<file path="src/logic/sra_pkg.sv">
// Constants and carrier types of the SPI register port with limit alert
`default_nettype none
package sra_pkg;

   // Command words
   localparam logic [7:0] SRA_CMD_WRITE   = 8'h90;
   localparam logic [7:0] SRA_CMD_READ    = 8'h91;

   // Address pointer range
   localparam logic [7:0] SRA_PTR_FIRST   = 8'h00;
   localparam logic [7:0] SRA_PTR_LAST    = 8'h3f;
   localparam logic [7:0] SRA_PTR_RESET   = 8'h00;

   // Framing
   localparam logic [1:0] SRA_LOCK_PULSES = 2'h3;
   localparam logic [2:0] SRA_BIT_FIRST   = 3'h0;
   localparam logic [2:0] SRA_BIT_LAST    = 3'h7;
   localparam int         SRA_REG_W       = 8;
   localparam int         SRA_STAT_REGS   = 2;

   // Alert response
   localparam logic [6:0] SRA_ARA_ADDR    = 7'h0c;
   localparam logic       SRA_ARA_LSB     = 1'b1;

   // Idle pin levels: chip select and clock high, data low
   localparam logic [2:0] SRA_PINS_IDLE   = 3'h6;

   typedef struct packed {
      logic cs_n;
      logic sclk;
      logic din;
   } sra_pins_t;

   typedef struct packed {
      logic [7:0] addr;
      logic [7:0] wdata;
      logic       wr;
      logic       rd;
   } sra_reg_req_t;

   typedef enum logic [2:0] {
      SRA_ST_CMD,
      SRA_ST_ADDR,
      SRA_ST_WDATA,
      SRA_ST_RDATA,
      SRA_ST_IGNORE
   } sra_state_t;

endpackage
`default_nettype wire

</file>
<file path="src/logic/sra_port.sv">
// Serial register port in four-wire mode with open-drain limit alert
// Function
// - Device is slave only; host supplies serial clock with data synchronous to it
// - Transfer opens with command word: 90h writes, 91h reads
// - Incoming serial data is sampled on rising serial clock edges
// - With chip select high, data input and output pins are high impedance
// - Serial input is ignored until chip select has fallen
// - Write: byte after command loads pointer, later bytes write pointed register
// - Pointer advances 00h to 3Fh then wraps to 00h, writes and reads
// - Host sets pointer by write, then reads; command byte sees meaningless output
// - Eight clocks after read command shift out the pointed register
// - Serial output changes on falling serial clock edges
// - Continued clocking advances pointer and shifts out the next register
// - Alert is open drain; polarity bit picks level, active low by default
// - Disable bit set to 1 turns alert off, 0 turns it on
// - Alert asserts when any monitored value leaves its upper or lower limit
// - Alert releases only when value is back in limits and status read
// - Alert causes are kept in two interrupt status registers
// - While alerting and not locked in SPI mode, answer alert response address with own address and LSB 1
// - Simultaneous alert responders arbitrate so lowest address wins
// - After answering, alert releases only once cleared and status read
// - Three chip select pulses select and lock SPI mode until power cycle
// - Registers are eight bits; one byte moves per register access
`timescale 1ns/100ps
`default_nettype none
module sra_port
   import sra_pkg::*;
#(
   parameter int STAT_REGS = SRA_STAT_REGS,
   parameter int EV_N      = SRA_REG_W * SRA_STAT_REGS
) (
   // Clock and reset
   input  wire logic                 clk_sys,
   input  wire logic                 resetn,
   // Serial pins, asynchronous to clk_sys
   input  wire sra_pins_t            spi_pins,
   output logic                      dout,
   output logic                      dout_oe,
   // Register file side
   output sra_reg_req_t              reg_req,
   input  wire logic [7:0]           reg_rdata,
   output logic                      spi_locked,
   // Limit events and interrupt status
   input  wire logic [EV_N-1:0]      limit_out,
   input  wire logic [STAT_REGS-1:0] status_rd,
   output logic [EV_N-1:0]           int_status,
   // Alert configuration and pin
   input  wire logic                 alert_polarity_bit,
   input  wire logic                 alert_disable_bit,
   output logic                      alert_out,
   output logic                      alert_oe,
   // Alert response from the two-wire front end
   input  wire logic [6:0]           dev_addr,
   input  wire logic                 ara_req,
   input  wire logic [6:0]           ara_rd_addr,
   input  wire logic                 ara_done,
   input  wire logic [6:0]           ara_bus_addr,
   output logic                      ara_ack,
   output logic [7:0]                ara_byte,
   output logic                      ara_won
);

   if (STAT_REGS < 1 || EV_N != SRA_REG_W * STAT_REGS) begin : g_chk
      $error("EV_N must be eight times STAT_REGS");
   end

   // Pin synchronisers; the third stage only serves edge detection
   sra_pins_t pin_m_q;
   sra_pins_t pin_s_q;
   sra_pins_t pin_p_q;

   always_ff @(posedge clk_sys or negedge resetn) begin
      if (!resetn) begin
         pin_m_q <= sra_pins_t'(SRA_PINS_IDLE);
         pin_s_q <= sra_pins_t'(SRA_PINS_IDLE);
         pin_p_q <= sra_pins_t'(SRA_PINS_IDLE);
      end else begin
         pin_m_q <= spi_pins;
         pin_s_q <= pin_m_q;
         pin_p_q <= pin_s_q;
      end
   end

   // Serial clock is sampled, never used as a clock
   logic cs_fall;
   logic cs_rise;
   logic sck_rise;
   logic sck_fall;
   assign cs_fall  = pin_p_q.cs_n & ~pin_s_q.cs_n;
   assign cs_rise  = ~pin_p_q.cs_n & pin_s_q.cs_n;
   assign sck_rise = ~pin_p_q.sclk & pin_s_q.sclk;
   assign sck_fall = pin_p_q.sclk & ~pin_s_q.sclk;

   // Mode lock; only a power-on reset undoes it
   logic [1:0] lock_cnt_q;
   logic       locked_q;

   always_ff @(posedge clk_sys or negedge resetn) begin
      if (!resetn) begin
         lock_cnt_q <= 2'h0;
         locked_q   <= 1'b0;
      end else if (cs_rise && !locked_q) begin
         lock_cnt_q <= lock_cnt_q + 2'h1;
         if (lock_cnt_q == SRA_LOCK_PULSES - 2'h1) begin
            locked_q <= 1'b1;
         end
      end
   end
   assign spi_locked = locked_q;

   // Frame is opened only by a falling chip select once locked
   logic active_q;

   always_ff @(posedge clk_sys or negedge resetn) begin
      if (!resetn) begin
         active_q <= 1'b0;
      end else if (cs_rise) begin
         active_q <= 1'b0;
      end else if (cs_fall && locked_q) begin
         active_q <= 1'b1;
      end
   end
   // Data input is never driven; output floats outside a frame
   assign dout_oe = active_q;

   // Receiver
   logic [6:0] rx_q;
   logic [2:0] bit_q;
   logic       take;
   logic       byte_done;
   logic [7:0] rx_byte;
   assign take      = active_q & sck_rise;
   assign byte_done = take & (bit_q == SRA_BIT_LAST);
   assign rx_byte   = {rx_q, pin_s_q.din};

   always_ff @(posedge clk_sys or negedge resetn) begin
      if (!resetn) begin
         rx_q  <= 7'h00;
         bit_q <= SRA_BIT_FIRST;
      end else if (cs_rise) begin
         bit_q <= SRA_BIT_FIRST;
      end else if (take) begin
         rx_q  <= rx_byte[6:0];
         bit_q <= bit_q + 3'h1;
      end
   end

   // Command decode and address pointer
   sra_state_t   state_q;
   logic [7:0]   ptr_q;
   logic [7:0]   ptr_next;
   sra_reg_req_t req_q;
   // A pointer loaded above the top also falls back to the bottom
   assign ptr_next = (ptr_q >= SRA_PTR_LAST) ? SRA_PTR_FIRST : ptr_q + 8'h01;

   always_ff @(posedge clk_sys or negedge resetn) begin
      if (!resetn) begin
         state_q <= SRA_ST_CMD;
         ptr_q   <= SRA_PTR_RESET;
         req_q   <= '0;
      end else begin
         req_q.wr <= 1'b0;
         req_q.rd <= 1'b0;
         if (cs_rise) begin
            state_q <= SRA_ST_CMD;
         end else if (byte_done) begin
            case (state_q)
               SRA_ST_CMD: begin
                  if (rx_byte == SRA_CMD_WRITE) begin
                     state_q <= SRA_ST_ADDR;
                  end else if (rx_byte == SRA_CMD_READ) begin
                     state_q    <= SRA_ST_RDATA;
                     req_q.rd   <= 1'b1;
                     req_q.addr <= ptr_q;
                     ptr_q      <= ptr_next;
                  end else begin
                     state_q <= SRA_ST_IGNORE;
                  end
               end
               SRA_ST_ADDR: begin
                  ptr_q   <= rx_byte;
                  state_q <= SRA_ST_WDATA;
               end
               SRA_ST_WDATA: begin
                  req_q.wr    <= 1'b1;
                  req_q.addr  <= ptr_q;
                  req_q.wdata <= rx_byte;
                  ptr_q       <= ptr_next;
               end
               SRA_ST_RDATA: begin
                  // Fetch ahead so the next byte is ready before its first falling edge
                  req_q.rd   <= 1'b1;
                  req_q.addr <= ptr_q;
                  ptr_q      <= ptr_next;
               end
               default: begin
                  state_q <= state_q;
               end
            endcase
         end
      end
   end
   assign reg_req = req_q;

   // Transmitter; read data arrives one clock after the fetch strobe
   logic       load_q;
   logic [7:0] tx_q;
   logic       dout_q;

   always_ff @(posedge clk_sys or negedge resetn) begin
      if (!resetn) begin
         load_q <= 1'b0;
         tx_q   <= 8'h00;
         dout_q <= 1'b0;
      end else begin
         load_q <= req_q.rd;
         if (load_q) begin
            tx_q <= reg_rdata;
         end else if (active_q && sck_fall) begin
            tx_q <= {tx_q[6:0], 1'b0};
         end
         if (active_q && sck_fall) begin
            dout_q <= tx_q[7];
         end
      end
   end
   assign dout = dout_q;

   // Limit events: a new event wins over a clearing read
   logic [EV_N-1:0] flag_q;
   logic [EV_N-1:0] seen_q;
   logic [EV_N-1:0] rd_vec;

   for (genvar i = 0; i < EV_N; i++) begin : g_ev
      logic rd_i;
      assign rd_i = status_rd[i / SRA_REG_W];
      // Per-event view of the status reads, for the clearing check
      assign rd_vec[i] = rd_i;
      always_ff @(posedge clk_sys or negedge resetn) begin
         if (!resetn) begin
            flag_q[i] <= 1'b0;
            seen_q[i] <= 1'b0;
         end else begin
            if (limit_out[i]) begin
               flag_q[i] <= 1'b1;
            end else if (flag_q[i] && (seen_q[i] || rd_i)) begin
               flag_q[i] <= 1'b0;
            end
            seen_q[i] <= flag_q[i] & (seen_q[i] | rd_i);
         end
      end
   end
   assign int_status = flag_q;

   // Open-drain alert: pull low for the low level of the chosen polarity
   logic alert_on;
   logic alert_oe_q;
   assign alert_on = (|flag_q) & ~alert_disable_bit;

   always_ff @(posedge clk_sys or negedge resetn) begin
      if (!resetn) begin
         alert_oe_q <= 1'b0;
      end else begin
         alert_oe_q <= alert_polarity_bit ^ alert_on;
      end
   end
   assign alert_oe  = alert_oe_q;
   assign alert_out = 1'b0;

   // Alert response; wired-AND address bits let the lowest address survive
   logic       ara_ack_q;
   logic       ara_won_q;
   logic       ara_pend_q;
   logic [7:0] ara_byte_q;

   always_ff @(posedge clk_sys or negedge resetn) begin
      if (!resetn) begin
         ara_ack_q  <= 1'b0;
         ara_won_q  <= 1'b0;
         ara_pend_q <= 1'b0;
         ara_byte_q <= 8'h00;
      end else begin
         ara_ack_q <= 1'b0;
         ara_won_q <= 1'b0;
         if (ara_req && !locked_q && alert_on && ara_rd_addr == SRA_ARA_ADDR) begin
            ara_ack_q  <= 1'b1;
            ara_byte_q <= {dev_addr, SRA_ARA_LSB};
            ara_pend_q <= 1'b1;
         end else if (ara_done && ara_pend_q) begin
            ara_pend_q <= 1'b0;
            ara_won_q  <= (ara_bus_addr == dev_addr);
         end
      end
   end
   assign ara_ack  = ara_ack_q;
   assign ara_byte = ara_byte_q;
   assign ara_won  = ara_won_q;
endmodule
`default_nettype wire

</file>
<file path="config.mk">
export PLATFORM = sky130hd
export DESIGN_NAME = sra_port
export DESIGN_NICKNAME = d
export VERILOG_FILES = /design/src/logic/sra_pkg.sv /design/src/logic/sra_port.sv
export SDC_FILE = /design/constraint.sdc
export NUM_CORES = 1
export LEC_CHECK = 0
export ABC_AREA = 1
export BUFFER_PORTS_ARGS = -buffer_cell sky130_fd_sc_hd__buf_2
export CAP_MARGIN = 10
export CORE_ASPECT_RATIO = 0.7
export CORE_MARGIN = 2
export CORE_UTILIZATION = 48
export DETAILED_ROUTE_END_ITERATION = 16
export PLACE_DENSITY_LB_ADDON = 0.1
export SKIP_CTS_REPAIR_TIMING = 1
export SKIP_LAST_GASP = 1
export SYNTH_ARGS = -nofsm -noshare
export SYNTH_HDL_FRONTEND = slang
export SYNTH_SLANG_ARGS = --single-unit
</file>
<file path="constraint.sdc">
create_clock -name clk_sys -period 1.4 [get_ports clk_sys]
set_input_delay 0.07 -clock clk_sys [delete_from_list [all_inputs] [get_ports clk_sys]]
set_output_delay 0.07 -clock clk_sys [all_outputs]
set_load 0.005 [all_outputs]
</file>
* Word-level counts from Yosys, hierarchy flattened *
Index checks and enable logic that the tools add are counted.

storage, ports and cells
  flip-flop bits (word level) = 105
  bits of input ports = 56

cells by class
  magnitude comparators = 1
  add/subtract/negate cells = 3
  eq/ne operators = 11
  bitwise operators = 46
  reduce and logical (&&, ||, !) cells = 73
  muxes and demuxes = 61

operators with widths
  kind                                                  number
  2-to-1 mux 8 bit                                      7
  nonzero test 2 bit                                    22
  2-to-1 mux 1 bit                                      42
  case mux 8 bit (3 select lines)                       1
  AND 1 bit                                             23
  logical AND 1 bit                                     23
  2-to-1 mux 3 bit                                      6
  equality test 8 bit (second input constant)           2
  logical OR 1 bit                                      16
  OR 1 bit                                              16
  case mux 8 bit (2 select lines)                       1
  OR reduction 16 bit                                   1
  AND reduction 5 bit                                   2
  adder 8 x 1 -> 8 bit (second input constant)          1
  >= comparator 8 x 6 -> 1 bit (second input constant)  1
  equality test 7 x 4 -> 1 bit (second input constant)  1
  equality test 7 bit                                   1
  equality test 3 x 2 -> 1 bit (second input constant)  2
  NOT 1 bit                                             6
  case mux 3 bit (2 select lines)                       1
  AND reduction 2 bit                                   3
  nonzero test 3 bit                                    2
  2-to-1 mux 2 bit                                      2
  inequality test 2 bit (second input constant)         2
  other kinds (11)                                      11

* Depth between registers and ports, before layout *
  depth in word-level cells = 6
  mapped depth = 9
  depth with buffers taken out = 9

* Worst setup path before layout *
Ideal clock, no wire load.

  kind = reg2reg
  start = register pin_s_q[1] (netlist bit)
  end = register req_q (netlist bit reg_req[10])
  library setup time = 0.117 ns
  cell stages (with the launch flop) = 9
  arrival = 1.303 ns
  path slack = -0.021 ns
  data required time = 1.283 ns
  path buffers = 1
  cell sequence = dfstp_2 nand2_1 nor2_4 nand2_4 nor2_8 nand3_4 buf_6 nand2_1 o21ai_2

between the ends
  longest elaborated chain between the ends = 4

ends and longest elaborated chain
  what                                  line             text
  from (decl)                           sra_port.sv:69   sra_pins_t pin_s_q;
  from (signal assigned)                sra_port.sv:75   pin_s_q <= sra_pins_t'(SRA_PINS_IDLE);
  from (signal assigned)                sra_port.sv:79   pin_s_q <= pin_m_q;
  AND 1 bit                             sra_port.sv:91   assign sck_rise = ~pin_p_q.sclk & pin_s_q.sclk;
  AND 1 bit                             sra_port.sv:132  assign take = active_q & sck_rise;
  AND 1 bit                             sra_port.sv:133  assign byte_done = take & (bit_q == SRA_BIT_LAST);
  AND reduction 5 bit (no source line)  -
  to (decl)                             sra_port.sv:152  sra_reg_req_t req_q;

No other way between the ends.
A chain may end at the register's enable or synchronous reset.

* Final worst setup path *
  start = register pin_s_q[1] (netlist bit)
  end = register req_q (netlist bit reg_req[11])

The elaborated chain is that of the path after synthesis.

==> flow_metrics.py <==
metrics = {
    "run_status": {
        "status": "complete, but fails checks",
        "violations": "negative hold slack, negative setup slack",
    },
    "clocking": {
        "cts_num_sinks": 105,
        "cts_tree": "done",
        "path_clk_slew_ps": 70,
        "clkLatencyLatePin_ps": 350,
        "numCtsBuffers": 9,
        "clockRootBuffer": "clkbuf_16",
        "htreeDepth": 3,
        "cts_max_path_buffers": 2,
    },
    "cells_and_area": {
        "nets": 726,
        "design_area_um2": 6070,
        "synthToLayoutAreaGrowth_pct": 36.1,
        "final_cell_mix": "nand2_1 (118), buf_2 (102), dfrtp_1 (99)",
        "fillers": 750,
        "layout_commonest_cell": "nand2_1",
        "final_core_util": 0.672,
        "insertedDiodeCount": 0,
        "drive_gt1_frac": 0.288,
    },
    "detailed_routing": {
        "wire_per_inst_um": 12.5,
        "drt_wl_total_mm": 9.95,
        "drc": 0,
        "drt-initial-drc-count": 253,
        "postRouteAntennaNets": 0,
        "route.vias.total": 3740,
        "dr.pass1.iters": 4,
        "drt-vias-per-instance": 4.71,
    },
    "floorplan": {
        "start_util": 0.493,
        "core_area_um2": 9030,
        "rows": 29,
        "num_io_pins": 105,
        "die_area_um2": 10100,
        "die_h_um": 84.6,
        "fp.dieW_um": 119,
    },
    "sta": {
        "worst_slack_ps": -62.7,
        "fmax_mhz": 684,
        "finalSetupTns_ps": -826,
        "maxSlewViolCount": 0,
        "hold_ws_ps": -9.17,
        "final-hold-violation-count": 2,
        "post-route-min-period_ps": 1460,
        "rsz0062_at_grt": "true",
        "fin_crit_sh": 1.04,
        "skew_ps": 7.92,
        "finalSetupViolCount": 24,
    },
    "setup_path": {
        "cp.arrival_ps": 1730,
        "crit_path_max_incr_delay_ps": 550,
        "r2r_cells": 7,
        "cp-end-kind": "flip-flop",
        "start_kind": "flip-flop",
        "cp-startpoint": "pin_s_q[1]$_DFF_PN1_",
        "critPathSlowestCell": "dfstp_2",
        "cp_cell_sequence": "nand2_2 -> nor2_4 -> nand2_4 -> nor2_8 -> buf_4 -> nand3_4 -> o21ai_2",
        "worstPathMaxFanout": 8,
        "regToRegSetupSlack_ps": -60,
        "r2r_end": "reg_req[11]$_DFFE_PN0P_",
        "timing.rr.start": "pin_s_q[1]$_DFF_PN1_",
        "worstPathRequired_ps": 1670,
        "endpoint": "reg_req[11]$_DFFE_PN0P_",
        "crit_type": "flip-flop to flip-flop",
    },
    "pwr": {
        "fin_total_pwr_mw": 7.26,
        "power_leakage_nw": 3.17,
        "p_per_area_nw_per_um2": 1200,
        "vdd_drop_max_v": 0.000753,
    },
    "synth": {
        "ys_dominant_reg_cell": "dfrtp_1",
        "synth_xor_area_frac": 0.00589,
        "synth_adder_area_share": 0.0112,
        "async_flop_share": 1.00,
        "ys_warn_count": 0,
        "ys_seq_area_frac": 0.591,
        "synth-simple-area-share": 0.223,
        "synth_mux_area_frac": 0,
        "synth_top_family_by_area": "simple AND/OR/NAND/NOR gates",
        "yosys.area.top_type": "dfrtp_1",
        "syn_nets": 553,
        "synth_top_area_share": 0.556,
        "synthCells": 493,
        "ys_ff_latch": 105,
        "synthDistinctLibCells": 35,
        "synth_compound_area_frac": 0.0985,
        "synth_area_um2": 4460,
        "avgSynthCellArea_um2": 9.04,
        "synth_edf_count": 0,
        "synthTopCellsByArea": "dfrtp_1 (56%), nand2_1 (11%), inv_1 (5.6%)",
    },
    "global_routing": {
        "gr-total-overflow": 0,
        "grt_start_max_net_pins": 59,
        "antenna_found_initial": 0,
        "grt_pass1_wl_mm": 15.8,
        "track_usage": 0.199,
        "grt_pass1_vias": 3481,
    },
    "run": {
        "cap_viol_max_count": 0,
    },
    "hold_path": {
        "worstHoldPathCells": 3,
        "hp-class": "input pin to flip-flop",
    },
    "placement": {
        "place_area_um2": 5350,
        "gp_congestion": 0.800,
        "portBuffers": 103,
        "dp_hpwl_mm": 6.99,
    },
}
-- cell families after synthesis --
kind of cell | count (synthesis)
flip-flops | 105
buffers and inverters | 77
adder cells (fa/ha/maj) | 4
AO/OA/AOI/OAI | 72
XOR/XNOR | 3
AND/OR/NAND/NOR | 231
other | 1
-- area by class of cell --
class,count,area (µm²),share of cell area
Clock buffer,10,229,0.0377
Tap cell,124,155,0.0256
Sequential cell,105,2640,0.434
Multi-Input combinational cell,313,1600,0.264
Timing Repair Buffer,168,1130,0.186
Inverter,69,259,0.0427
Clock inverter,5,56.3,0.00928
-- worst min-delay path by stage --
| stage | from | to | slack (ps) |
|---|---|---|---|
| final | dev_addr[6] | ara_byte[7]$_DFFE_PN0P_ | -9 |
| after global routing | dev_addr[1] | ara_byte[2]$_DFFE_PN0P_ | 6 |
| after CTS | resetn | ptr_q[7]$_DFFE_PN0P_ | -280 |
| after detailed placement | resetn | tx_q[0]$_DFFE_PN0P_ | 80 |
| after global placement | resetn | tx_q[1]$_DFFE_PN0P_ | 80 |
| after floorplan | resetn | alert_oe$_DFF_PN0_ | -230 |
-- flip-flops by register name, summed over array words and instances (netlist names), 7 cells and up --
name,cells
rx_q,7
ptr_q,8
reg_req,18
tx_q,8
ara_byte,8
seen_q,16
int_status,16
-- power breakdown --
part | switching, mW | internal, mW
Clock | 1.09 | 1.38
Combinational | 0.639 | 0.578
Sequential | 0.168 | 3.41
-- through the flow --
stage / cells / worst slack [ps]
after floorplan: 493 / -4.76
after global placement: 742 / -8.58
after detailed placement: 742 / -67.1
after CTS: 757 / -66.8
after global routing: 794 / -152
final: 794 / -62.7
-- routing by layer --
| metal | wire length, µm | GRT usage | vias to the layer above |
|---|---|---|---|
| li1 | - | - | 1899 |
| met1 | 4670 | 0.267 | 1726 |
| met2 | 4510 | 0.308 | 103 |
| met3 | 636 | 0.0679 | 12 |
| met4 | 129 | 0.0595 | 0 |
| met5 | 0 | 0 | - |
-- worst max-delay path: cells and delay by family, from the launching register on --
| kind | cells | cell delay (ps) |
|---|---|---|
| DFF | 1 | 550 |
| AOI/OAI and AO/OA | 1 | 170 |
| and+or+nand+nor | 5 | 520 |
| buffers and inverters | 1 | 140 |
-- cell usage after synthesis (4+ instances only) --
master and n:
nand2_1 128, nand4_1 9, dfrtp_1 99, clkbuf_1 4, nor2_1 60, a21oi_1 9
o21ai_2 8, nand3_1 15, o21ai_1 9, o21ai_0 26, inv_1 67, dfstp_2 6
ha_1 4, nor3_1 7, o21bai_1 16
Power figures use the tool's default switching activity.
